**src/hdl/dxa_pkg.sv**
```systemverilog
package dxa_pkg;

   // ****************************************************
   // External page offsets
   // ****************************************************
   localparam logic [2:0] DXA_OFF_DATA_LOW   = 3'h0;
   localparam logic [2:0] DXA_OFF_DATA_MID   = 3'h1;
   localparam logic [2:0] DXA_OFF_DATA_HIGH  = 3'h2;
   localparam logic [2:0] DXA_OFF_SLEEP      = 3'h3;
   localparam logic [2:0] DXA_OFF_PIN_SYNC   = 3'h4;
   localparam logic [2:0] DXA_OFF_SOFT_SYNC  = 3'h5;
   localparam logic [2:0] DXA_OFF_CHAN_PTR   = 3'h6;
   localparam logic [2:0] DXA_OFF_ACCESS     = 3'h7;

   // ****************************************************
   // Field positions
   // ****************************************************
   localparam int DXA_ACC_AUTOINC_BIT  = 7;
   localparam int DXA_ACC_BCAST_BIT    = 6;
   localparam int DXA_ACC_INSTR_LSB    = 2;
   localparam int DXA_SS_START_BIT     = 4;
   localparam int DXA_SS_HOP_BIT       = 5;
   localparam int DXA_SS_TEST_SEL_BIT  = 6;
   localparam int DXA_SS_NOISE_BIT     = 7;
   localparam int DXA_PS_START_EN_BIT  = 4;
   localparam int DXA_PS_HOP_EN_BIT    = 5;
   localparam int DXA_PS_FIRST_BIT     = 6;
   localparam int DXA_SL_PAGE_BIT      = 5;

   // ****************************************************
   // Reset values and decode constants
   // ****************************************************
   localparam logic [7:0] DXA_RST_BYTE      = 8'h00;
   localparam logic [7:0] DXA_CH_PIN_SYNC   = 8'h82;
   localparam logic [3:0] DXA_INS_ALL       = 4'h0;
   localparam logic [3:0] DXA_INS_CH012     = 4'h1;
   localparam logic [3:0] DXA_INS_CH123     = 4'h2;
   localparam logic [3:0] DXA_INS_SEL_CH    = 4'h4;
   localparam logic [3:0] DXA_INS_ID0_LOW   = 4'h8;
   localparam logic [3:0] DXA_INS_ID0_HIGH  = 4'h9;
   localparam logic [1:0] DXA_INS_ID10_TOP  = 2'h3;

   // Host strobe towards the external page
   typedef struct packed {
      logic       wr;
      logic       rd;
      logic [2:0] addr;
      logic [7:0] data;
   } dxa_host_t;

   // Internal channel access launched by the data low register
   typedef struct packed {
      logic       wr;
      logic       rd;
      logic [3:0] chan_mask;
      logic       out_page;
      logic [7:0] addr;
   } dxa_chan_req_t;

   // Per-channel sync copy written to channel address 0x82
   typedef struct packed {
      logic       valid;
      logic [3:0] chan_mask;
      logic       first_only;
      logic       hop_en;
      logic       start_en;
   } dxa_sync_copy_t;

endpackage : dxa_pkg

```
**src/hdl/dxa_ctrl.sv**
```systemverilog
module dxa_ctrl
   import dxa_pkg::*;
#(
   parameter int CHANNELS = 4
) (
   // Clock and reset
   input  wire logic           clk_in,
   input  wire logic           rst_n_in,
   // Host port
   input  dxa_pkg::dxa_host_t  host_in,
   output logic [7:0]          rd_data_out,
   // Strapped identity
   input  wire logic [3:0]     chip_identity_pins_in,
   // Channel access
   output dxa_pkg::dxa_chan_req_t chan_req_out,
   output dxa_pkg::dxa_sync_copy_t sync_copy_out,
   // Channel controls
   output logic [3:0]          start_pulse_out,
   output logic [3:0]          hop_pulse_out,
   output logic [3:0]          sleep_out,
   output logic [3:0]          pin_sync_enable_out,
   output logic                start_route_out,
   output logic                hop_route_out,
   output logic                first_sync_only_out,
   output logic                test_input_select_out,
   output logic                noise_source_select_out
);
   import dxa_pkg::*;

   initial
   begin
      if (CHANNELS != 4)
      begin
         $error("dxa_ctrl: channel decode serves exactly four channels");
      end
   end

   // ****************************************************
   // Register state
   // ****************************************************
   logic [7:0] access_control;
   logic [7:0] channel_address_pointer;
   logic [7:0] soft_sync_and_test_source;
   logic [7:0] pin_sync_routing;
   logic [7:0] sleep_and_page_select;

   // ****************************************************
   // Decode
   // ****************************************************
   wire logic       wr_acc   = host_in.wr && host_in.addr == DXA_OFF_ACCESS;
   wire logic       wr_ptr   = host_in.wr && host_in.addr == DXA_OFF_CHAN_PTR;
   wire logic       wr_soft  = host_in.wr && host_in.addr == DXA_OFF_SOFT_SYNC;
   wire logic       wr_pin   = host_in.wr && host_in.addr == DXA_OFF_PIN_SYNC;
   wire logic       wr_sleep = host_in.wr && host_in.addr == DXA_OFF_SLEEP;
   wire logic       wr_low   = host_in.wr && host_in.addr == DXA_OFF_DATA_LOW;
   wire logic       rd_low   = host_in.rd && host_in.addr == DXA_OFF_DATA_LOW;

   wire logic       autoinc  = access_control[DXA_ACC_AUTOINC_BIT];
   wire logic       bcast    = access_control[DXA_ACC_BCAST_BIT];
   wire logic [3:0] instr    = access_control[DXA_ACC_INSTR_LSB +: 4];
   wire logic [1:0] chan_sel = access_control[1:0];

   function automatic logic [3:0] one_chan(input logic [1:0] sel);
      one_chan = 4'h1 << sel;
   endfunction : one_chan

   // Broadcast decode; unlisted codes other than 0xc-0xf select nothing
   logic [3:0] bcast_mask;
   always_comb
   begin
      case (instr)
         DXA_INS_ALL:      bcast_mask = 4'hf;
         DXA_INS_CH012:    bcast_mask = 4'h7;
         DXA_INS_CH123:    bcast_mask = 4'he;
         DXA_INS_SEL_CH:   bcast_mask = one_chan(chan_sel);
         DXA_INS_ID0_LOW,
         DXA_INS_ID0_HIGH: bcast_mask = (chip_identity_pins_in[0] == instr[0])
                                        ? one_chan(chan_sel) : 4'h0;
         default:
         begin
            if (instr[3:2] == DXA_INS_ID10_TOP)
            begin
               bcast_mask = (chip_identity_pins_in[1:0] == instr[1:0])
                            ? one_chan(chan_sel) : 4'h0;
            end
            else
            begin
               bcast_mask = 4'h0;
            end
         end
      endcase
   end

   wire logic [3:0] direct_mask = (instr == chip_identity_pins_in)
                                  ? one_chan(chan_sel) : 4'h0;
   wire logic [3:0] chan_mask   = bcast ? bcast_mask : direct_mask;
   wire logic       launch      = (wr_low || rd_low) && chan_mask != 4'h0;
   // Reads during broadcast would collide on the internal bus
   wire logic       rd_launch   = rd_low && !bcast && direct_mask != 4'h0;

   wire logic [7:0] next_ptr = wr_ptr ? host_in.data
                             : (launch && autoinc) ? 8'(channel_address_pointer + 8'h01)
                             : channel_address_pointer;

   // Reserved bits kept at zero regardless of what the host writes
   wire logic [7:0] pin_wdata   = {1'b0, host_in.data[6:0]};
   wire logic [7:0] sleep_wdata = {2'b00, host_in.data[5], 1'b0, host_in.data[3:0]};

   // Readback only of the pointer and access control; the pointer reads zero under broadcast
   wire logic [7:0] next_rd = (host_in.addr == DXA_OFF_ACCESS)   ? access_control
                            : (host_in.addr == DXA_OFF_CHAN_PTR && !bcast) ? channel_address_pointer
                            : 8'h00;

   // ****************************************************
   // Registers
   // ****************************************************
   always_ff @(posedge clk_in or negedge rst_n_in)
   begin
      if (!rst_n_in)
      begin
         access_control <= DXA_RST_BYTE;
      end
      else if (wr_acc)
      begin
         access_control <= host_in.data;
      end
   end

   always_ff @(posedge clk_in or negedge rst_n_in)
   begin
      if (!rst_n_in)
      begin
         channel_address_pointer <= DXA_RST_BYTE;
      end
      else
      begin
         channel_address_pointer <= next_ptr;
      end
   end

   always_ff @(posedge clk_in or negedge rst_n_in)
   begin
      if (!rst_n_in)
      begin
         soft_sync_and_test_source <= DXA_RST_BYTE;
      end
      else if (wr_soft)
      begin
         // Pulse bits are not held; they live only in the one-shot
         soft_sync_and_test_source <= host_in.data & 8'hcf;
      end
   end

   always_ff @(posedge clk_in or negedge rst_n_in)
   begin
      if (!rst_n_in)
      begin
         pin_sync_routing <= DXA_RST_BYTE;
      end
      else if (wr_pin)
      begin
         pin_sync_routing <= pin_wdata;
      end
   end

   always_ff @(posedge clk_in or negedge rst_n_in)
   begin
      if (!rst_n_in)
      begin
         sleep_and_page_select <= DXA_RST_BYTE;
      end
      else if (wr_sleep)
      begin
         sleep_and_page_select <= sleep_wdata;
      end
   end

   // ****************************************************
   // Outputs
   // ****************************************************
   dxa_oneshot #(.WIDTH(4)) u_start_shot (
      .clk_in    (clk_in),
      .rst_n_in  (rst_n_in),
      .fire_in   (wr_soft && host_in.data[DXA_SS_START_BIT]),
      .mask_in   (host_in.data[3:0]),
      .pulse_out (start_pulse_out)
   );

   dxa_oneshot #(.WIDTH(4)) u_hop_shot (
      .clk_in    (clk_in),
      .rst_n_in  (rst_n_in),
      .fire_in   (wr_soft && host_in.data[DXA_SS_HOP_BIT]),
      .mask_in   (host_in.data[3:0]),
      .pulse_out (hop_pulse_out)
   );

   always_ff @(posedge clk_in or negedge rst_n_in)
   begin
      if (!rst_n_in)
      begin
         rd_data_out <= DXA_RST_BYTE;
      end
      else
      begin
         rd_data_out <= next_rd;
      end
   end

   always_ff @(posedge clk_in or negedge rst_n_in)
   begin
      if (!rst_n_in)
      begin
         chan_req_out <= '0;
      end
      else
      begin
         chan_req_out.wr        <= wr_low && launch;
         chan_req_out.rd        <= rd_launch;
         chan_req_out.chan_mask <= chan_mask;
         chan_req_out.out_page  <= sleep_and_page_select[DXA_SL_PAGE_BIT];
         chan_req_out.addr      <= channel_address_pointer;
      end
   end

   // A pin-sync write carries fresh fields; a soft-sync write repeats the stored ones
   wire logic [3:0] copy_mask = wr_soft ? host_in.data[3:0] : 4'hf;
   wire logic [7:0] copy_src  = wr_pin ? pin_wdata : pin_sync_routing;

   always_ff @(posedge clk_in or negedge rst_n_in)
   begin
      if (!rst_n_in)
      begin
         sync_copy_out <= '0;
      end
      else
      begin
         // Copy into each masked channel's 0x82 on soft sync writes, into all four on pin sync writes
         sync_copy_out.valid      <= wr_soft || wr_pin;
         sync_copy_out.chan_mask  <= copy_mask;
         sync_copy_out.first_only <= copy_src[DXA_PS_FIRST_BIT];
         sync_copy_out.hop_en     <= copy_src[DXA_PS_HOP_EN_BIT];
         sync_copy_out.start_en   <= copy_src[DXA_PS_START_EN_BIT];
      end
   end

   // Straight flops of the stored sleep and pin-sync fields
   always_ff @(posedge clk_in or negedge rst_n_in)
   begin
      if (!rst_n_in)
      begin
         sleep_out           <= 4'h0;
         pin_sync_enable_out <= 4'h0;
         start_route_out     <= 1'b0;
         hop_route_out       <= 1'b0;
         first_sync_only_out <= 1'b0;
      end
      else
      begin
         sleep_out           <= sleep_and_page_select[3:0];
         pin_sync_enable_out <= pin_sync_routing[3:0];
         start_route_out     <= pin_sync_routing[DXA_PS_START_EN_BIT];
         hop_route_out       <= pin_sync_routing[DXA_PS_HOP_EN_BIT];
         first_sync_only_out <= pin_sync_routing[DXA_PS_FIRST_BIT];
      end
   end

   // Test source controls stay levels; only the pulse bits are dropped
   always_ff @(posedge clk_in or negedge rst_n_in)
   begin
      if (!rst_n_in)
      begin
         test_input_select_out   <= 1'b0;
         noise_source_select_out <= 1'b0;
      end
      else
      begin
         test_input_select_out   <= soft_sync_and_test_source[DXA_SS_TEST_SEL_BIT];
         noise_source_select_out <= soft_sync_and_test_source[DXA_SS_NOISE_BIT];
      end
   end

endmodule : dxa_ctrl

```
**src/hdl/dxa_oneshot.sv**
```systemverilog
// Turns a written bit into a single-cycle pulse per channel
module dxa_oneshot #(
   parameter int WIDTH = 4
) (
   // Clock and reset
   input  wire logic             clk_in,
   input  wire logic             rst_n_in,
   // Trigger
   input  wire logic             fire_in,
   input  wire logic [WIDTH-1:0] mask_in,
   // Pulse
   output logic      [WIDTH-1:0] pulse_out
);

   initial
   begin
      if (WIDTH < 1)
      begin
         $error("dxa_oneshot: WIDTH must be at least 1");
      end
   end

   // Pulse is registered for one cycle and clears on the next unless fired again
   always_ff @(posedge clk_in or negedge rst_n_in)
   begin
      if (!rst_n_in)
      begin
         pulse_out <= '0;
      end
      else
      begin
         pulse_out <= fire_in ? mask_in : '0;
      end
   end

endmodule : dxa_oneshot

```
**config.mk**
```make
export PLATFORM = sky130hd
export DESIGN_NAME = dxa_ctrl
export DESIGN_NICKNAME = d
export VERILOG_FILES = /design/src/hdl/dxa_pkg.sv /design/src/hdl/dxa_ctrl.sv /design/src/hdl/dxa_oneshot.sv
export SDC_FILE = /design/constraint.sdc
export NUM_CORES = 1
export LEC_CHECK = 0
export BUFFER_PORTS_ARGS = -buffer_cell sky130_fd_sc_hd__buf_2
export CORE_ASPECT_RATIO = 1.2
export CORE_MARGIN = 8
export CORE_UTILIZATION = 57
export DETAILED_ROUTE_END_ITERATION = 7
export PLACE_DENSITY = 0.84
export SETUP_SLACK_MARGIN = 0.05
export SYNTH_ARGS = -nofsm -noshare
export SYNTH_HDL_FRONTEND = slang
export SYNTH_SLANG_ARGS = --single-unit
```
**constraint.sdc**
```tcl
create_clock -name clk_in -period 3.3 [get_ports clk_in]
set_input_delay 0.66 -clock clk_in [delete_from_list [all_inputs] [get_ports clk_in]]
set_output_delay 0.66 -clock clk_in [all_outputs]
set_load 0.02 [all_outputs]
```
# == Word level (Yosys, flattened, before mapping) ==
# Index checks and enable logic that the tools add are counted.
# word_totals
regBits,86
latch_bits,0
mem_bits_rw,0
mem_bits_ro,0
inputBits,19
output_inout_bits,52
elab_cells,80
memories,0
# classes
n_addsub,1
n_mul,0
n_div,0
order_cmp,0
eq_ne,14
n_shift,1
n_mux,14
bitwise_logic,0
n_reduce_logical,24
# ops
operator,count
two-way mux 4 bit,8
two-way mux 8 bit,4
one-hot mux 4 bit (5 select lines),1
logical AND 1 bit,15
"== test 3 bit, second input constant",4
"adder 8 x 1 -> 8 bit, second input constant",1
"== test 4 bit, second input constant",2
nonzero test 4 bit,2
two-way mux 7 bit,1
"== test 4 x 1 -> 1 bit, second input constant",1
"== test 4 x 2 -> 1 bit, second input constant",1
"== test 4 x 3 -> 1 bit, second input constant",1
== test 4 bit,1
logical NOT 4 bit,1
"left shift 1 x 2 -> 4 bit, first input constant",1
"== test 3 x 2 -> 1 bit, second input constant",1
logical NOT 3 bit,1
== test 2 bit,1
"== test 2 bit, second input constant",1
logical OR 1 bit,2
nonzero test 2 bit,1
OR reduction 2 bit,1
== test 1 bit,1
logical NOT 1 bit,1

# == Logic depth before layout (Yosys ltp) ==
# logic_depth
depth_word,10
mapped_depth,7

# == By module ==
# From an unflattened synthesis, not the netlist that was laid out.
# unflattened
hier_cells,237
hier_area_um2,3059.2
# by_module_without_submodules
module,instances,cells_per_inst,area_per_inst_um2
dxa_ctrl,1,221,2808.9
dxa_oneshot,2,8,125.1

# == Worst setup path after synthesis ==
# Ideal clock, no wire load.
# synth_timing
path_kind,input port to flip-flop
startpoint,input port chip_identity_pins_in[0]
endpoint,register channel_address_pointer[7]
setup_time_ns,0.091
arrival_time_ns,2.180
required_ns,3.209
setup_slack_ns,1.029
stages,6
path_cell_list,xnor2_1 -> and2_1 -> nor4b_4 -> o2111ai_2 -> or4b_1 -> o2111ai_1
# synth_via
elab_chain_cells,9
elab_cells_between_ends,13
# synth_lines
item,line_no,source
from (decl),dxa_ctrl.sv:13,"input wire logic [3:0] chip_identity_pins_in,"
== test 2 bit,dxa_ctrl.sv:83,bcast_mask = (chip_identity_pins_in[1:0] == instr[1:0])
two-way mux 4 bit,dxa_ctrl.sv:84,? one_chan(chan_sel) : 4'h0;
two-way mux 4 bit,dxa_ctrl.sv:81,if (instr[3:2] == DXA_INS_ID10_TOP)
one-hot mux 4 bit (5 select lines),dxa_ctrl.sv:71,case (instr)
two-way mux 4 bit (*),dxa_ctrl.sv:96,wire logic [3:0] chan_mask = bcast ? bcast_mask : direct_mask;
nonzero test 4 bit (*),dxa_ctrl.sv:97,wire logic launch = (wr_low || rd_low) && chan_mask != 4'h0;
logical AND 1 bit (*),dxa_ctrl.sv:97,
logical AND 1 bit (*),dxa_ctrl.sv:102,: (launch && autoinc) ? 8'(channel_address_pointer + 8'h01)
nonzero test 2 bit (no line) (*),--,
to (signal assigned),dxa_ctrl.sv:137,channel_address_pointer <= next_ptr;
to (decl),dxa_ctrl.sv:42,logic [7:0] channel_address_pointer;
# Every way passes the cells marked *; elsewhere a longest branch is shown, timed or not.
# A chain may end at the register's enable or synchronous reset.

# == Worst setup path in the final report ==
# layout_timing
startpoint,register access_control[5]
endpoint,register channel_address_pointer[7]
# layout_via
elab_chain_cells,8
elab_cells_between_ends,17
# layout_lines
item,line_no,source
from (decl),dxa_ctrl.sv:41,logic [7:0] access_control;
from (signal assigned),dxa_ctrl.sv:125,access_control <= host_in.data;
== test 4 bit or == test 2 bit (tied branches),"dxa_ctrl.sv:71, dxa_ctrl.sv:81",
OR reduction 2 bit or two-way mux 4 bit (tied branches),"dxa_ctrl.sv:71, dxa_ctrl.sv:81",
one-hot mux 4 bit (5 select lines),dxa_ctrl.sv:71,
two-way mux 4 bit (*),dxa_ctrl.sv:96,
nonzero test 4 bit (*),dxa_ctrl.sv:97,
logical AND 1 bit (*),dxa_ctrl.sv:97,
logical AND 1 bit (*),dxa_ctrl.sv:102,
nonzero test 2 bit (no line) (*),--,
# Marked as above.

==> results.ini <==
[cts]
cts_tree = yes
cts_buffer_depth = 2
cts_setup_buffers = 0
clockRootBuffer = clkbuf_8
cts_hold_buffers = 0
clk_pin_slew_worst_paths_ns = 0.07
post_cts_resized = 0
numCtsBuffers = 9
clock-sinks = 79
insertion_delay_ns = 0.34
cts.htree.levels = 3

[flow_run]
maxCapViolCount = 0

[route]
wl_mm = 6.30
drt_iter0_markers = 209
ant_nets = 0
avgViaCountPerCell = 5.45
num_vias = 2007
drc_errors = 0
wl_per_cell_um = 17.1
firstDrtPassIters = 4

[timing]
whs_ns = 0.376
clock_skew_ns = 0.00743
slew_headroom = 0.386
layout_min_cycle_time_ns = 2.28
period_share = 0.690
clock.fmax_mhz = 439
worst_pin_slew_ns = 0.922
rsz0062_at_grt = false
timing.final.setup_violations = 0
finalSetupTns_ns = 0
hold_viol = 0
slew_violations = 0

[floorplanning]
die_h_um = 95.8
initial_core_util = 0.579
coreArea_um2 = 5230
die_area_um2 = 7910
fp-row-count = 29
pin_count = 71
die_x_um = 82.5

[global_route]
grt_overflow_total = 0
grt_pass1_wl_mm = 9.89
track_usage = 0.169
antenna_found_initial = 0
grt_start_max_net_pins = 80
grt_pass1_vias = 2100

[place]
place_hpwl_mm = 4.49
postPlaceCellArea_um2 = 3400
place_congestion = 0.832
io_buffers = 70

[setup_path]
cp.required_ns = 3.55
cp-start-kind = flip-flop
rrSetupSlack_ns = 1.02
cp.arrival_ns = 2.52
reg2reg_depth = 6
timing.rr.end = channel_address_pointer[7]
r2r-start = access_control[5]
criticalPathCategory = flip-flop to flip-flop
path_max_fanout = 9
endpoint_kind = flip-flop

[pwr]
p_int_mw = 1.67
p_comb_frac = 0.200
swShare = 0.310
vdd_ir_drop_max_v = 0.000376
p_sw_uw = 752
clockPowerShare = 0.282
total_leakage_power_nw = 1.81
power_frac_seq = 0.518
power_density_nw_per_um2 = 675

[layout]
antenna_cells = 0
area_growth_pct = 18.6
nets = 321
multi_input_area_um2 = 975
final_core_util = 0.687
final_cell_mix = dfrtp_1, buf_2, nor2_1
regArea_um2 = 1980
drive_gt1_frac = 0.366
design_area_um2 = 3590
nFillCells = 396
layout_commonest_cell = dfrtp_1

[yosys]
synthTopCellsByArea = dfrtp_1, mux2_2, nor2_1, xor2_1, and3_1
async_reset_ff_frac = 1.00
syn_area_um2 = 3030
synth_flop_cell = dfrtp_1
ys_ff_latch = 79
synth_cells = 231
avgSynthCellArea_um2 = 13.1
yosysWarnings = 0
synth_seq_area_share = 0.653
syn-num-nets = 251
yosysTopAreaCell = dfrtp_1
ys_types = 41
yosysTopAreaCellShare = 0.653
synth-edff-count = 0

[worst_hold_path]
hold_class = flip-flop to flip-flop
hold_path_end = pin_sync_enable_out[0]
min_from = pin_sync_routing[0]
holdPathStages = 0

[run_status]
outcome = finished clean

metal layers:
layer | routed length, um | up-vias | share of wire | global-route usage
met5 | 0 | - | 0 | 0
met4 | 128 | 0 | 0.020 | 0.112
met3 | 398 | 12 | 0.063 | 0.0336
met2 | 3310 | 68 | 0.53 | 0.279
met1 | 2470 | 979 | 0.39 | 0.193
li1 | - | 948 | - | -
through the flow:
step / instances / total power [mW] / worst slack [ns]
floorplan: 231 / 1.58 / 1.03
global placement: 352 / 1.74 / 0.928
detailed placement: 352 / 1.76 / 0.823
CTS: 368 / 2.44 / 1.03
global route: 368 / 2.54 / 0.950
finish: 368 / 2.42 / 1.02
power by group through the flow:
stage	clock network (mW)	logic (mW)	registers [mW]
floorplan	0	0.258	1.32
global placement	0	0.477	1.26
detailed placement	0	0.491	1.27
CTS	0.696	0.493	1.25
global route	0.739	0.525	1.28
finish	0.684	0.484	1.25
synthesized netlist by cell type, types with 4 or more instances:
cell      number
a21oi_1        9
a22oi_1        8
and3_1        11
clkbuf_1       6
dfrtp_1       79
mux2_2        19
nand2_1       16
nand2b_1       4
nor2_1        22
o21ai_0        4
xor2_1         8
flip-flops by register name, indices dropped and copies added (netlist names), 4 cells and up:
name,count
chan_req_out,15
access_control,8
channel_address_pointer,8
rd_data_out,8
pin_sync_routing,7
sleep_and_page_select,5
sync_copy_out,5
pin_sync_enable_out,4
sleep_out,4
u_hop_shot.pulse_out,4
u_start_shot.pulse_out,4
logic make-up (layout without fill, tap and decap cells):
logic type | count (synthesis) | after routing | share of synthesized area
buffers and inverters | 14 | 89 | 0.0248
xor gates and xnor gates | 10 | 10 | 0.0289
AOI/OAI and AO/OA | 36 | 36 | 0.0835
adders and majority gates | 1 | 1 | 0.00413
DFF | 79 | 79 | 0.653
and+or+nand+nor | 71 | 71 | 0.131
muxes | 20 | 20 | 0.0740
cell type report:
type,instances,share of cell area
sequential,79,0.551
multi-input combinational,138,0.271
timing repair buffer,72,0.102
clock buffer,11,0.0366
tap,62,0.0216
clock inverter,5,0.0164
inverter,1,0.00105
worst max-delay path by stage:
stage | to | from | depth (start not counted) | slack (ns)
after floorplan | channel_address_pointer[7] | chip_identity_pins_in[0] | 6 | 1.03
after global placement | channel_address_pointer[7] | chip_identity_pins_in[0] | 8 | 0.93
after detailed placement | channel_address_pointer[7] | chip_identity_pins_in[0] | 8 | 0.82
after CTS | channel_address_pointer[7] | access_control[5] | 6 | 1.03
after global routing | channel_address_pointer[7] | access_control[5] | 6 | 0.95
final | channel_address_pointer[7] | access_control[5] | 6 | 1.02
worst max-delay path: stages, from the launching register on:
cell       delay [ns]
dfrtp_1          0.52
nand2b_4         0.21
or4b_4           0.50
nand3b_2         0.18
o2111ai_2        0.15
or4b_1           0.52
o2111ai_1        0.10
No activity file was read; power rests on OpenSTA's default activity.
